[src/mbf_map.vh]
`ifndef MBF_MAP_VH
`define MBF_MAP_VH
`define MBF_REG_CTRL 4'h0
`define MBF_REG_STAT 4'h1
`define MBF_REG_NODE 4'h2
`define MBF_REG_BAUD 4'h3
`define MBF_REG_RXB 4'h4
`define MBF_REG_TXB 4'h5
`define MBF_REG_TXV 4'h6
`define MBF_REG_TYPE 4'h7
`define MBF_REG_PASS 4'h8
`define MBF_REG_LIST 4'h9
`define MBF_REG_SIZE 4'ha
`define MBF_CTRL_REL 8
`define MBF_TXB_LAST 8
`define MBF_MODE_OFF 2'h0
`define MBF_MODE_WORD 2'h1
`define MBF_MODE_TYPED 2'h2
`define MBF_TYPE_SHORT 2'h0
`define MBF_NODE_RST 8'h01
`define MBF_NODE_MAX 8'hfa
`define MBF_CLK_HZ 200000000
`define MBF_BAUD_MIN 9600
`define MBF_BAUD_MAX 115200
`define MBF_GAP_BITS 6'h23
`define MBF_PASS_USER 16'h0c46
`define MBF_LIST_BASE 17'h09c41
`define MBF_FC_READ 8'h03
`define MBF_FC_WR1 8'h06
`define MBF_FC_WRN 8'h10
`define MBF_FC_IDENT 8'h2b
`define MBF_EXC_FLAG 8'h80
`define MBF_EXC_ILLFN 8'h01
`define MBF_CRC_INIT 16'hffff
`define MBF_CRC_POLY 16'ha001
`endif

[src/mbf_rtu_slave.v]
// Behaviour
// - act as serial slave, answer master queries in the selected variant
// - baud rate settable from 9600 to 115200, master matches it
// - characters are 8 data bits, 1 stop bit, no parity, no flow control
// - a software mode setting picks the protocol variant
// - generic text output is silenced while either variant is selected
// - function codes 0x03 and 0x2b are supported
// - function codes 0x06 and 0x10 are supported
// - node address 0-250, resets to 1, other nonzero addresses ignored
// - frames to node 0 are always accepted and answered
// - typed variant short register is two bytes
// - typed variant long register is four bytes, one register
// - typed variant float register is four bytes, one register
// - offset variant uses word registers, wide values span two
// - multi-byte values go out most significant byte first, except the CRC, which goes low byte first
// - a valid password such as 3142 precedes most writes
`timescale 1ns/100ps
`include "mbf_map.vh"
`default_nettype none
module mbf_rtu_slave (
	input wire core_clk,
	input wire rst,
	input wire [3:0] avs_address,
	input wire avs_read,
	input wire avs_write,
	input wire [31:0] avs_writedata,
	output reg [31:0] avs_readdata,
	output reg avs_waitrequest,
	input wire rxPin,
	output reg txPin,
	input wire textValid,
	input wire [7:0] textData,
	output reg textReady
);
	localparam [3:0] RX_IDLE = 4'h1;
	localparam [3:0] RX_START = 4'h2;
	localparam [3:0] RX_DATA = 4'h4;
	localparam [3:0] RX_STOP = 4'h8;
	localparam [3:0] TX_IDLE = 4'h1;
	localparam [3:0] TX_BYTE = 4'h2;
	localparam [3:0] TX_CRCL = 4'h4;
	localparam [3:0] TX_CRCH = 4'h8;
	localparam [31:0] DIV_MAX = `MBF_CLK_HZ / `MBF_BAUD_MIN;
	localparam [31:0] DIV_MIN = `MBF_CLK_HZ / `MBF_BAUD_MAX;

	function [15:0] crc16;
		input [15:0] c;
		input [7:0] d;
		integer i;
		reg [15:0] x;
		begin
			x = c ^ {8'h00, d};
			for (i = 0; i < 8; i = i + 1)
				x = x[0] ? ((x >> 1) ^ `MBF_CRC_POLY) : (x >> 1);
			crc16 = x;
		end
	endfunction

	reg [1:0] mode;
	reg [7:0] nodeAddr;
	reg [14:0] baudDiv;
	reg [15:0] password;
	reg [1:0] regType;
	reg [7:0] rxIdx;
	reg rxS1, rxS2, rxS3, rxLevel;
	reg [3:0] rxState;
	reg [14:0] rxCnt;
	reg [2:0] rxBit;
	reg [7:0] rxShift;
	reg rxStrobe, rxStopOk;
	reg [14:0] gapTick;
	reg [5:0] gapCnt;
	reg [7:0] mem [0:255];
	reg [8:0] rxLen, frameLen;
	reg [15:0] rxCrc;
	reg rxBad, frameReady;
	reg excBusy;
	reg [1:0] excCnt;
	reg [7:0] excAddr, excFn;
	reg [31:0] valShift;
	reg [2:0] valCnt;
	reg [8:0] buf0, buf1;
	reg [1:0] bufCnt;
	reg [3:0] txState;
	reg [8:0] txShift;
	reg [3:0] txBits;
	reg [14:0] txCnt;
	reg txLast;
	reg [15:0] txCrc;
	reg pushValid;
	reg [8:0] pushData;
	reg [31:0] next_readData;

	wire bufInReady = (bufCnt != 2'h2);
	wire busReq = avs_waitrequest && (avs_read || avs_write);
	wire isTxb = avs_address == `MBF_REG_TXB;
	wire isTxv = avs_address == `MBF_REG_TXV;
	// a full buffer holds the bus master off rather than losing a byte
	wire busStall = avs_write && ((isTxb && (!bufInReady || excBusy
		|| valCnt != 3'h0)) || (isTxv && valCnt != 3'h0));
	wire busAcc = busReq && !busStall;
	wire busWr = busAcc && avs_write;
	wire relPulse = busWr && avs_address == `MBF_REG_CTRL
		&& avs_writedata[`MBF_CTRL_REL];
	wire pushGo = pushValid && bufInReady;
	wire txIdle = txState == TX_IDLE;
	wire popBuf = txIdle && mode != `MBF_MODE_OFF && bufCnt != 2'h0;
	wire textTake = textValid && textReady && mode == `MBF_MODE_OFF
		&& txIdle;
	wire txTick = !txIdle && txCnt == baudDiv - 15'h1;
	wire txDone = txTick && txBits == 4'h0;
	wire txLoad = (txIdle && (popBuf || textTake))
		|| (txDone && ((txState == TX_BYTE && txLast)
		|| txState == TX_CRCL));
	wire [7:0] txLoadByte = txIdle ? (popBuf ? buf0[7:0] : textData)
		: (txState == TX_BYTE ? txCrc[7:0] : txCrc[15:8]);
	wire rxTick = rxCnt == baudDiv - 15'h1;
	// a spoiled frame with no stored byte must still clear its error
	wire frameEnd = rxState == RX_IDLE && gapTick == baudDiv - 15'h1
		&& gapCnt == `MBF_GAP_BITS - 6'h01
		&& (rxLen != 9'h000 || rxBad);
	wire storeByte = rxStrobe && mode != `MBF_MODE_OFF && rxStopOk
		&& !frameReady && !rxLen[8];
	wire addrOk = mem[0] == nodeAddr || mem[0] == 8'h00;
	wire frameOk = !rxBad && rxCrc == 16'h0000 && rxLen > 9'h003
		&& addrOk;
	wire fnOk = mem[1] == `MBF_FC_READ || mem[1] == `MBF_FC_IDENT
		|| mem[1] == `MBF_FC_WR1 || mem[1] == `MBF_FC_WRN;
	wire [15:0] startField = {mem[2], mem[3]};
	wire [15:0] quantity = {mem[4], mem[5]};
	wire [16:0] listed = (mode == `MBF_MODE_WORD)
		? {1'b0, startField} + `MBF_LIST_BASE : {1'b0, startField};
	wire [17:0] sizeBytes = (mode == `MBF_MODE_TYPED
		&& regType != `MBF_TYPE_SHORT)
		? {quantity, 2'b00} : {1'b0, quantity, 1'b0};
	wire unlocked = password == `MBF_PASS_USER;
	wire txBusy = !txIdle || bufCnt != 2'h0 || excBusy
		|| valCnt != 3'h0;

	// exception bytes first, then queued value bytes, then bus writes
	always @*
	begin
		pushValid = 1'b0;
		pushData = 9'h000;
		if (excBusy)
		begin
			pushValid = 1'b1;
			case (excCnt)
				2'h0: pushData = {1'b0, excAddr};
				2'h1: pushData = {1'b0, excFn | `MBF_EXC_FLAG};
				default: pushData = {1'b1, `MBF_EXC_ILLFN};
			endcase
		end
		else if (valCnt != 3'h0)
		begin
			pushValid = 1'b1;
			pushData = {1'b0, valShift[31:24]};
		end
		else if (busWr && isTxb)
		begin
			pushValid = 1'b1;
			pushData = avs_writedata[8:0];
		end
	end

	always @*
	begin
		case (avs_address)
			`MBF_REG_CTRL: next_readData = {30'h0, mode};
			`MBF_REG_STAT: next_readData = {15'h0, frameLen, 5'h0,
				txBusy, unlocked, frameReady};
			`MBF_REG_NODE: next_readData = {24'h0, nodeAddr};
			`MBF_REG_BAUD: next_readData = {17'h0, baudDiv};
			`MBF_REG_RXB: next_readData = {24'h0, mem[rxIdx]};
			`MBF_REG_TYPE: next_readData = {30'h0, regType};
			`MBF_REG_PASS: next_readData = {16'h0, password};
			`MBF_REG_LIST: next_readData = {15'h0, listed};
			`MBF_REG_SIZE: next_readData = {14'h0, sizeBytes};
			default: next_readData = 32'h0;
		endcase
	end

	always @(posedge core_clk or posedge rst)
		if (rst)
		begin
			avs_waitrequest <= 1'b1;
			avs_readdata <= 32'h0;
			mode <= `MBF_MODE_OFF;
			nodeAddr <= `MBF_NODE_RST;
			baudDiv <= DIV_MAX[14:0];
			password <= 16'h0;
			regType <= `MBF_TYPE_SHORT;
			rxIdx <= 8'h0;
		end
		else
		begin
			avs_waitrequest <= !busAcc;
			if (busAcc && avs_read)
				avs_readdata <= next_readData;
			if (busWr)
				case (avs_address)
					`MBF_REG_CTRL: mode <= avs_writedata[1:0];
					`MBF_REG_NODE:
						if (avs_writedata[7:0] <= `MBF_NODE_MAX)
							nodeAddr <= avs_writedata[7:0];
					`MBF_REG_BAUD:
						if (avs_writedata[14:0] >= DIV_MIN[14:0]
							&& avs_writedata[14:0] <= DIV_MAX[14:0]
							&& avs_writedata[31:15] == 17'h0)
							baudDiv <= avs_writedata[14:0];
					`MBF_REG_RXB: rxIdx <= avs_writedata[7:0];
					`MBF_REG_TYPE: regType <= avs_writedata[1:0];
					`MBF_REG_PASS: password <= avs_writedata[15:0];
					default: ;
				endcase
		end

	always @(posedge core_clk or posedge rst)
		if (rst)
		begin
			rxS1 <= 1'b1;
			rxS2 <= 1'b1;
			rxS3 <= 1'b1;
			rxLevel <= 1'b1;
			rxState <= RX_IDLE;
			rxCnt <= 15'h0;
			rxBit <= 3'h0;
			rxShift <= 8'h0;
			rxStrobe <= 1'b0;
			rxStopOk <= 1'b0;
		end
		else
		begin
			rxS1 <= rxPin;
			rxS2 <= rxS1;
			rxS3 <= rxS2;
			if (rxS2 == rxS3)
				rxLevel <= rxS3;
			rxStrobe <= 1'b0;
			rxCnt <= rxCnt + 15'h1;
			case (rxState)
				RX_IDLE:
				begin
					rxCnt <= 15'h0;
					if (!rxLevel)
						rxState <= RX_START;
				end
				RX_START:
					if (rxCnt == (baudDiv >> 1))
					begin
						rxCnt <= 15'h0;
						rxBit <= 3'h0;
						rxState <= rxLevel ? RX_IDLE : RX_DATA;
					end
				RX_DATA:
					if (rxTick)
					begin
						rxCnt <= 15'h0;
						rxShift <= {rxLevel, rxShift[7:1]};
						rxBit <= rxBit + 3'h1;
						if (rxBit == 3'h7)
							rxState <= RX_STOP;
					end
				RX_STOP:
					if (rxTick)
					begin
						rxStrobe <= 1'b1;
						rxStopOk <= rxLevel;
						rxState <= RX_IDLE;
					end
				default: rxState <= RX_IDLE;
			endcase
		end

	always @(posedge core_clk or posedge rst)
		if (rst)
		begin
			gapTick <= 15'h0;
			gapCnt <= 6'h0;
		end
		else if (rxState != RX_IDLE)
		begin
			gapTick <= 15'h0;
			gapCnt <= 6'h0;
		end
		else if (gapCnt != `MBF_GAP_BITS)
		begin
			gapTick <= gapTick + 15'h1;
			if (gapTick == baudDiv - 15'h1)
			begin
				gapTick <= 15'h0;
				gapCnt <= gapCnt + 6'h1;
			end
		end

	always @(posedge core_clk)
		if (storeByte)
			mem[rxLen[7:0]] <= rxShift;

	always @(posedge core_clk or posedge rst)
		if (rst)
		begin
			rxLen <= 9'h0;
			rxCrc <= `MBF_CRC_INIT;
			rxBad <= 1'b0;
			frameLen <= 9'h0;
			frameReady <= 1'b0;
			excBusy <= 1'b0;
			excCnt <= 2'h0;
			excAddr <= 8'h0;
			excFn <= 8'h0;
		end
		else
		begin
			if (frameEnd)
			begin
				rxLen <= 9'h0;
				rxCrc <= `MBF_CRC_INIT;
				rxBad <= 1'b0;
			end
			else if (storeByte)
			begin
				rxLen <= rxLen + 9'h1;
				rxCrc <= crc16(rxCrc, rxShift);
			end
			// held frame, overrun or bad stop bit spoils the frame
			else if (rxStrobe && mode != `MBF_MODE_OFF)
				rxBad <= 1'b1;
			if (frameEnd && frameOk && fnOk)
			begin
				frameReady <= 1'b1;
				frameLen <= rxLen;
			end
			else if (relPulse)
				frameReady <= 1'b0;
			if (frameEnd && frameOk && !fnOk)
			begin
				excBusy <= 1'b1;
				excCnt <= 2'h0;
				excAddr <= mem[0];
				excFn <= mem[1];
			end
			else if (excBusy && bufInReady)
			begin
				excCnt <= excCnt + 2'h1;
				if (excCnt == 2'h2)
					excBusy <= 1'b0;
			end
		end

	always @(posedge core_clk or posedge rst)
		if (rst)
		begin
			valShift <= 32'h0;
			valCnt <= 3'h0;
		end
		else if (busWr && isTxv)
		begin
			valCnt <= (regType == `MBF_TYPE_SHORT) ? 3'h2 : 3'h4;
			valShift <= (regType == `MBF_TYPE_SHORT)
				? {avs_writedata[15:0], 16'h0} : avs_writedata;
		end
		else if (!excBusy && valCnt != 3'h0 && bufInReady)
		begin
			valCnt <= valCnt - 3'h1;
			valShift <= {valShift[23:0], 8'h0};
		end

	always @(posedge core_clk or posedge rst)
		if (rst)
		begin
			buf0 <= 9'h0;
			buf1 <= 9'h0;
			bufCnt <= 2'h0;
		end
		else
			case ({pushGo, popBuf})
				2'b10:
				begin
					if (bufCnt == 2'h0)
						buf0 <= pushData;
					else
						buf1 <= pushData;
					bufCnt <= bufCnt + 2'h1;
				end
				2'b01:
				begin
					buf0 <= buf1;
					bufCnt <= bufCnt - 2'h1;
				end
				2'b11:
				begin
					if (bufCnt == 2'h1)
						buf0 <= pushData;
					else
					begin
						buf0 <= buf1;
						buf1 <= pushData;
					end
				end
				default: ;
			endcase

	always @(posedge core_clk or posedge rst)
		if (rst)
		begin
			txState <= TX_IDLE;
			txPin <= 1'b1;
			txShift <= 9'h1ff;
			txBits <= 4'h0;
			txCnt <= 15'h0;
			txLast <= 1'b0;
			txCrc <= `MBF_CRC_INIT;
			textReady <= 1'b0;
		end
		else
		begin
			textReady <= mode != `MBF_MODE_OFF || (txIdle && !txLoad);
			if (txLoad)
			begin
				txPin <= 1'b0;
				txShift <= {1'b1, txLoadByte};
				txBits <= 4'h9;
				txCnt <= 15'h0;
			end
			else if (!txIdle)
			begin
				txCnt <= txTick ? 15'h0 : txCnt + 15'h1;
				if (txTick && txBits != 4'h0)
				begin
					txPin <= txShift[0];
					txShift <= {1'b1, txShift[8:1]};
					txBits <= txBits - 4'h1;
				end
			end
			case (txState)
				TX_IDLE:
					if (popBuf)
					begin
						txCrc <= crc16(txCrc, buf0[7:0]);
						txLast <= buf0[`MBF_TXB_LAST];
						txState <= TX_BYTE;
					end
					else if (textTake)
					begin
						txLast <= 1'b0;
						txState <= TX_BYTE;
					end
				TX_BYTE:
					if (txDone)
						txState <= txLast ? TX_CRCL : TX_IDLE;
				TX_CRCL:
					if (txDone)
						txState <= TX_CRCH;
				TX_CRCH:
					if (txDone)
					begin
						txCrc <= `MBF_CRC_INIT;
						txState <= TX_IDLE;
					end
				default: txState <= TX_IDLE;
			endcase
		end
endmodule // mbf_rtu_slave
`default_nettype wire

[config.mk]
export PLATFORM = sky130hd
export DESIGN_NAME = mbf_rtu_slave
export DESIGN_NICKNAME = d
export VERILOG_FILES = /design/src/mbf_rtu_slave.v
export VERILOG_INCLUDE_DIRS = /design/src
export SDC_FILE = /design/constraint.sdc
export NUM_CORES = 2
export LEC_CHECK = 0
export ABC_AREA = 0
export ABC_CLOCK_PERIOD_IN_PS = 10000
export BUFFER_PORTS_ARGS = -buffer_cell sky130_fd_sc_hd__clkbuf_2
export CAP_MARGIN = 20
export CORE_MARGIN = 8
export CORE_UTILIZATION = 45
export CTS_CLUSTER_SIZE = 40
export DETAILED_ROUTE_END_ITERATION = 10
export PLACE_DENSITY_LB_ADDON = 0.05
export REMOVE_ABC_BUFFERS = 1
export SYNTH_ARGS = -nofsm -noshare
export SYNTH_HDL_FRONTEND = slang
export SYNTH_SLANG_ARGS = --single-unit
[constraint.sdc]
create_clock -name core_clk -period 10 [get_ports core_clk]
set_clock_uncertainty 0.05 [all_clocks]
set_input_delay 1 -clock core_clk [delete_from_list [all_inputs] [get_ports core_clk]]
set_output_delay 1 -clock core_clk [all_outputs]
set_load 0.02 [all_outputs]
* Word-level counts from Yosys, hierarchy flattened
Memories as Yosys holds them, arrays and structs flattened.
Index checks and enable logic that the tools add are counted.
** Operators by class
- Magnitude comparators :: 4
- Add/subtract/negate cells :: 13
- Bitwise logic cells :: 18
- Reduce and logical (&&, ||, !) cells :: 118
- Multiplexer cells :: 103
- Eq/ne operators :: 57
** Operators by type and width (count)
- $mux 16 :: 20
- $pmux 18 s9 :: 1
- $mux 15 :: 8
- $mux 9 :: 12
- $mux 32 :: 3
- $mux 4 :: 13
- $not 2->3 :: 16
- $add 15x1->15 const B :: 3
- $eq 15x15->1 :: 3
- $pmux 15 s3 :: 1
- $logic_and 1x1->1 :: 43
- $pmux 9 s2 :: 2
- $reduce_bool 2->1 :: 17
- $pmux 16 s2 :: 1
- $pmux 4 s4 :: 2
- $xor 16x8->16 :: 2
- $pmux 9 s3 :: 1
- $ne 2x2->1 const B :: 13
- $eq 4x3->1 const B :: 6
- $mux 8 :: 3
- $reduce_and 2->1 :: 12
- $mux 3 :: 7
- $eq 4x4->1 const B :: 5
- $mux 1 :: 20
- 50 further kinds :: 99
** Word-level totals
- Logic and storage cells :: 356
- RAM bits :: 2048
- Register bits after elaboration :: 301
- Memories kept :: 1
- Output and inout bits :: 35
** Memories
- mem :: words 256, width 8, rd ports 7, clocked after memory_dff 0, write ports 1, line mbf_rtu_slave.v:73 : reg [7:0] mem [0:255];

* Logic depth before layout (Yosys ltp)
- Depth in word-level cells :: 19
- Depth in mapped cells :: 14

* Worst setup path before layout
OpenSTA, ideal clock, no wires.
- Path kind :: register to register
- From :: register rxShift[5]
- To :: register rxCrc[0]
- Setup slack :: 4999 ps
- Period minus slack after synthesis :: 5001 ps
- Cell stages (with the launch flop) :: 9
- Data arrival time :: 4886 ps
- Path buffers :: 0
- Library setup time :: 64 ps
- Path through :: dfrtp_1 -> xnor2_1 -> xnor2_1 -> xnor2_1 -> xnor2_1 -> xnor2_1 -> xnor2_1 -> nand2_1 -> nand3_1
** On the way
- Cells in the longest elaborated chain, start to end :: 12
** Ends and longest elaborated chain
- start: declaration :: line mbf_rtu_slave.v:69 : reg [7:0] rxShift;
- start signal: assignment :: line mbf_rtu_slave.v:259 : rxShift <= {rxLevel, rxShift[7:1]};
- $xor 16x8->16 * :: line mbf_rtu_slave.v:52 : x = c ^ {8'h00, d};
- $mux 16 * (4 in series) :: line mbf_rtu_slave.v:54 : x = x[0] ? ((x >> 1) ^ `MBF_CRC_POLY) : (x >> 1);
- $not 2->3 (no line)
- $mux 16 * (4 in series) :: line mbf_rtu_slave.v:54
- $mux 16 * :: line mbf_rtu_slave.v:321 : else if (storeByte)
- $mux 16 * :: line mbf_rtu_slave.v:315 : if (frameEnd)
- end signal: assignment :: line mbf_rtu_slave.v:304 : rxCrc <= `MBF_CRC_INIT;
- end signal: assignment :: line mbf_rtu_slave.v:318 : rxCrc <= `MBF_CRC_INIT;
- end signal: assignment :: line mbf_rtu_slave.v:324 : rxCrc <= crc16(rxCrc, rxShift);
- end: declaration :: line mbf_rtu_slave.v:75 : reg [15:0] rxCrc;
Every way passes the cells marked *; elsewhere a longest branch is shown, timed or not. The select of a mux whose other input is x is not followed.
A chain may end at the register's enable or synchronous reset.

* Worst setup path in the final report
- From :: register rxIdx[0]
- To :: register avs_readdata[4]
** On the way
- Cells in the longest elaborated chain, start to end :: 2
** Ends and longest elaborated chain
- start: declaration :: line mbf_rtu_slave.v:64 : reg [7:0] rxIdx;
- start signal: assignment :: line mbf_rtu_slave.v:211 : `MBF_REG_RXB: rxIdx <= avs_writedata[7:0];
- $mem_v2 256x8
- $pmux 18 s9 :: line mbf_rtu_slave.v:168 : case (avs_address)
- end signal: assignment :: line mbf_rtu_slave.v:199 : avs_readdata <= next_readData;
- end: declaration :: line mbf_rtu_slave.v:27 : output reg [31:0] avs_readdata,
Every way passes these cells.

==> results.json <==
{
  "first_global_vias": 53300,
  "yosysSeqAreaShare": 0.718,
  "rsz0062_at_grt": "false",
  "holdWs_ns": 0.202,
  "die_area_mm2": 0.228,
  "hold_viol": 0,
  "design_area_mm2": 0.107,
  "drive_above_1_share": 0.203,
  "cts_sinks": 2334,
  "drt-pass1-iter-count": 8,
  "tightest_slew_ns": 1.39,
  "row_count": 169,
  "hpwlAfterDp_um": 195000,
  "layout_commonest_cell": "edfxtp_1",
  "reg2reg_depth": 9,
  "postRouteAntennaNets": 0,
  "crit_arrival_ns": 5.65,
  "viasPerCell": 6.23,
  "cts_tree": "built",
  "grtUsageMet3": 0.0592,
  "hp-class": "primary input to asynchronous set/reset pin",
  "final_cell_mix": "edfxtp_1, mux4_2, nor2_1, nand2_1, clkbuf_16",
  "ys_warn_count": 0,
  "syn_area_mm2": 0.0957,
  "synth_edf_count": 2048,
  "numCtsBuffers": 241,
  "worstPathRequired_ns": 10.69,
  "final_util": 0.507,
  "powerDensity_mw_per_mm2": 232,
  "htree_levels": 4,
  "die_w_um": 477,
  "p_leak_nw": 35.8,
  "grt_max_degree": 203,
  "cts_hold_buf": 0,
  "fmax_ghz": 0.202,
  "status": "finished clean",
  "r2r_setup_slack_ns": 5.04,
  "max_slew_margin": 0.0740,
  "place_ws_ns": 5.04,
  "area.growth.synth_to_final_pct": 12.2,
  "async_flop_share": 0.123,
  "r2r-end": "avs_readdata[4]",
  "portBuffers": 70,
  "cts_setup_buffers": 0,
  "nFillCells": 17400,
  "layout_setup_ws_ns": 5.04,
  "cp_max_fo": 36,
  "drt_iter0_drc": 6770,
  "ir_drop_mv": 0.201,
  "met2_usage": 0.402,
  "clockRootBuffer": "clkbuf_16",
  "ys_ff_latch": 2334,
  "placed_cell_area_mm2": 0.0995,
  "start_util": 0.452,
  "cts.path.max_buffers": 3,
  "dr_total_vias": 54100,
  "grt.busiest_layer": "met2",
  "fin_nets": 5724,
  "finalSetupViolCount": 0,
  "crit_type": "flop to flop",
  "drv_cap": 0,
  "fp.coreArea_mm2": 0.212,
  "detail_route.wl_per_cell_um": 35.1,
  "wl_um": 305000,
  "cp-end-kind": "flop",
  "io_pins": 85,
  "setup-tns-final_ns": 0,
  "cts_resized": 0,
  "start_kind": "flop",
  "grt_use_met1": 0.366,
  "syn_inst": 5525,
  "drc": 0,
  "grt_pass1_wl_um": 428000,
  "synth-main-ff-cell": "edfxtp_1",
  "clk_latency_ns": 0.88,
  "rr_startpoint": "rxIdx[0]",
  "slew_violations": 0,
  "fin_crit_ns": 4.96,
  "synth.distinct_cells": 92,
  "grt_overflow": 0,
  "grt_usage": 0.262,
  "gp_congestion": 0.903,
  "syn_avg_cell_area_um2": 17.3,
  "die_height_um": 477,
  "antenna_found_initial": 9,
  "fin_crit_sh": 0.496,
  "clkSlewWorstSetupHoldPaths_ns": 0.06
}
## metal layers
layer | wire length, um | share of wire
met1 | 126000 | 0.41
met2 | 139000 | 0.46
met3 | 26100 | 0.085
met4 | 13800 | 0.045
met5 | 27 | 0.000089
## stage by stage
step	total power (W)	cells
2_1_floorplan	0.0148	5192
3_3_place_gp	0.0162	8217
3_5_place_dp	0.0162	8223
4_1_cts	0.0250	8675
5_1_grt	0.0256	8680
6_report	0.0249	8682
## flip-flops by register name, indices dropped and copies added (netlist names), 9 cells and up
register      flops
txCrc            16
avs_readdata     18
mem            2048
valShift         32
baudDiv          15
buf1              9
rxCnt            15
buf0              9
gapTick          15
frameLen          9
rxCrc            16
txCnt            15
password         16
rxLen             9
## where the power goes
| group | leakage [nW] | internal, W | total (W) | switching, W |
|---|---|---|---|---|
| Sequential | 23.2 | 0.0108 | 0.0111 | 0.000288 |
| Clock | 3.73 | 0.00498 | 0.00886 | 0.00389 |
| Combinational | 8.87 | 0.00159 | 0.00500 | 0.00341 |
| Total | 35.8 | 0.0174 | 0.0249 | 0.00758 |
## cells in the mapped netlist, drive strengths merged (39+ instances only)
library cell,instances,area (um^2)
xnor2,104,911
mux2i,234,2340
dfrtp,231,5780
xor2,61,534
nand3,113,566
a21oi,111,556
clkbuf,210,788
o21ai,109,568
o22ai,65,407
and3,39,244
nor2,413,1550
edfxtp,2048,61500
mux4,427,9620
dfstp,55,1450
buf,136,714
nor3,61,333
o221ai,58,508
a22oi,89,668
nand2,327,1230
mux2,94,1060
nand4,40,250
## critical path, stage by stage, from the launching register on
cell and delay [ns]:
dfrtp_4 0.93, buf_4 0.70, buf_4 0.75, mux4_2 0.59
o22ai_1 0.18, nor3_1 0.12, nor4_1 0.85, nand2_1 0.26
nand3_1 0.17, o21ai_0 0.10
## cell type report
| type | instances | area [um^2] | share of cell area |
|---|---|---|---|
| multi-input cells | 2817 | 25400 | 0.237 |
| inverters | 41 | 165 | 0.00154 |
| flip-flops and latches | 2334 | 68800 | 0.641 |
| diodes | 4 | 10.0 | 0.0000933 |
| clock inverters | 136 | 1360 | 0.0127 |
| well taps | 2821 | 3530 | 0.0329 |
| clock buffers | 316 | 6390 | 0.0596 |
| repair buffers | 213 | 1650 | 0.0154 |
## how the worst max path moves through the flow
| stage | from | end | slack [ns] | cells after the start |
|---|---|---|---|---|
| global placement | rxIdx[0] | avs_readdata[4] | 5.05 | 9 |
| finish | rxIdx[0] | avs_readdata[4] | 5.04 | 9 |
| detailed placement | rxIdx[0] | avs_readdata[4] | 5.04 | 9 |
| CTS | rxIdx[0] | avs_readdata[4] | 5.05 | 9 |
| floorplan | rxIdx[0] | avs_readdata[3] | -12.92 | 8 |
| global route | rxIdx[0] | avs_readdata[4] | 4.82 | 9 |
## cell families after synthesis
group,synth area share
flip-flops,0.718
AND/OR/NAND/NOR,0.0557
multiplexers,0.136
AO/OA/AOI/OAI,0.0502
buffers and inverters,0.0173
XOR/XNOR,0.0189
adder cells (fa/ha/maj),0.00350
other,0.0000392
Note: power is estimated with default switching activity, not from simulation.
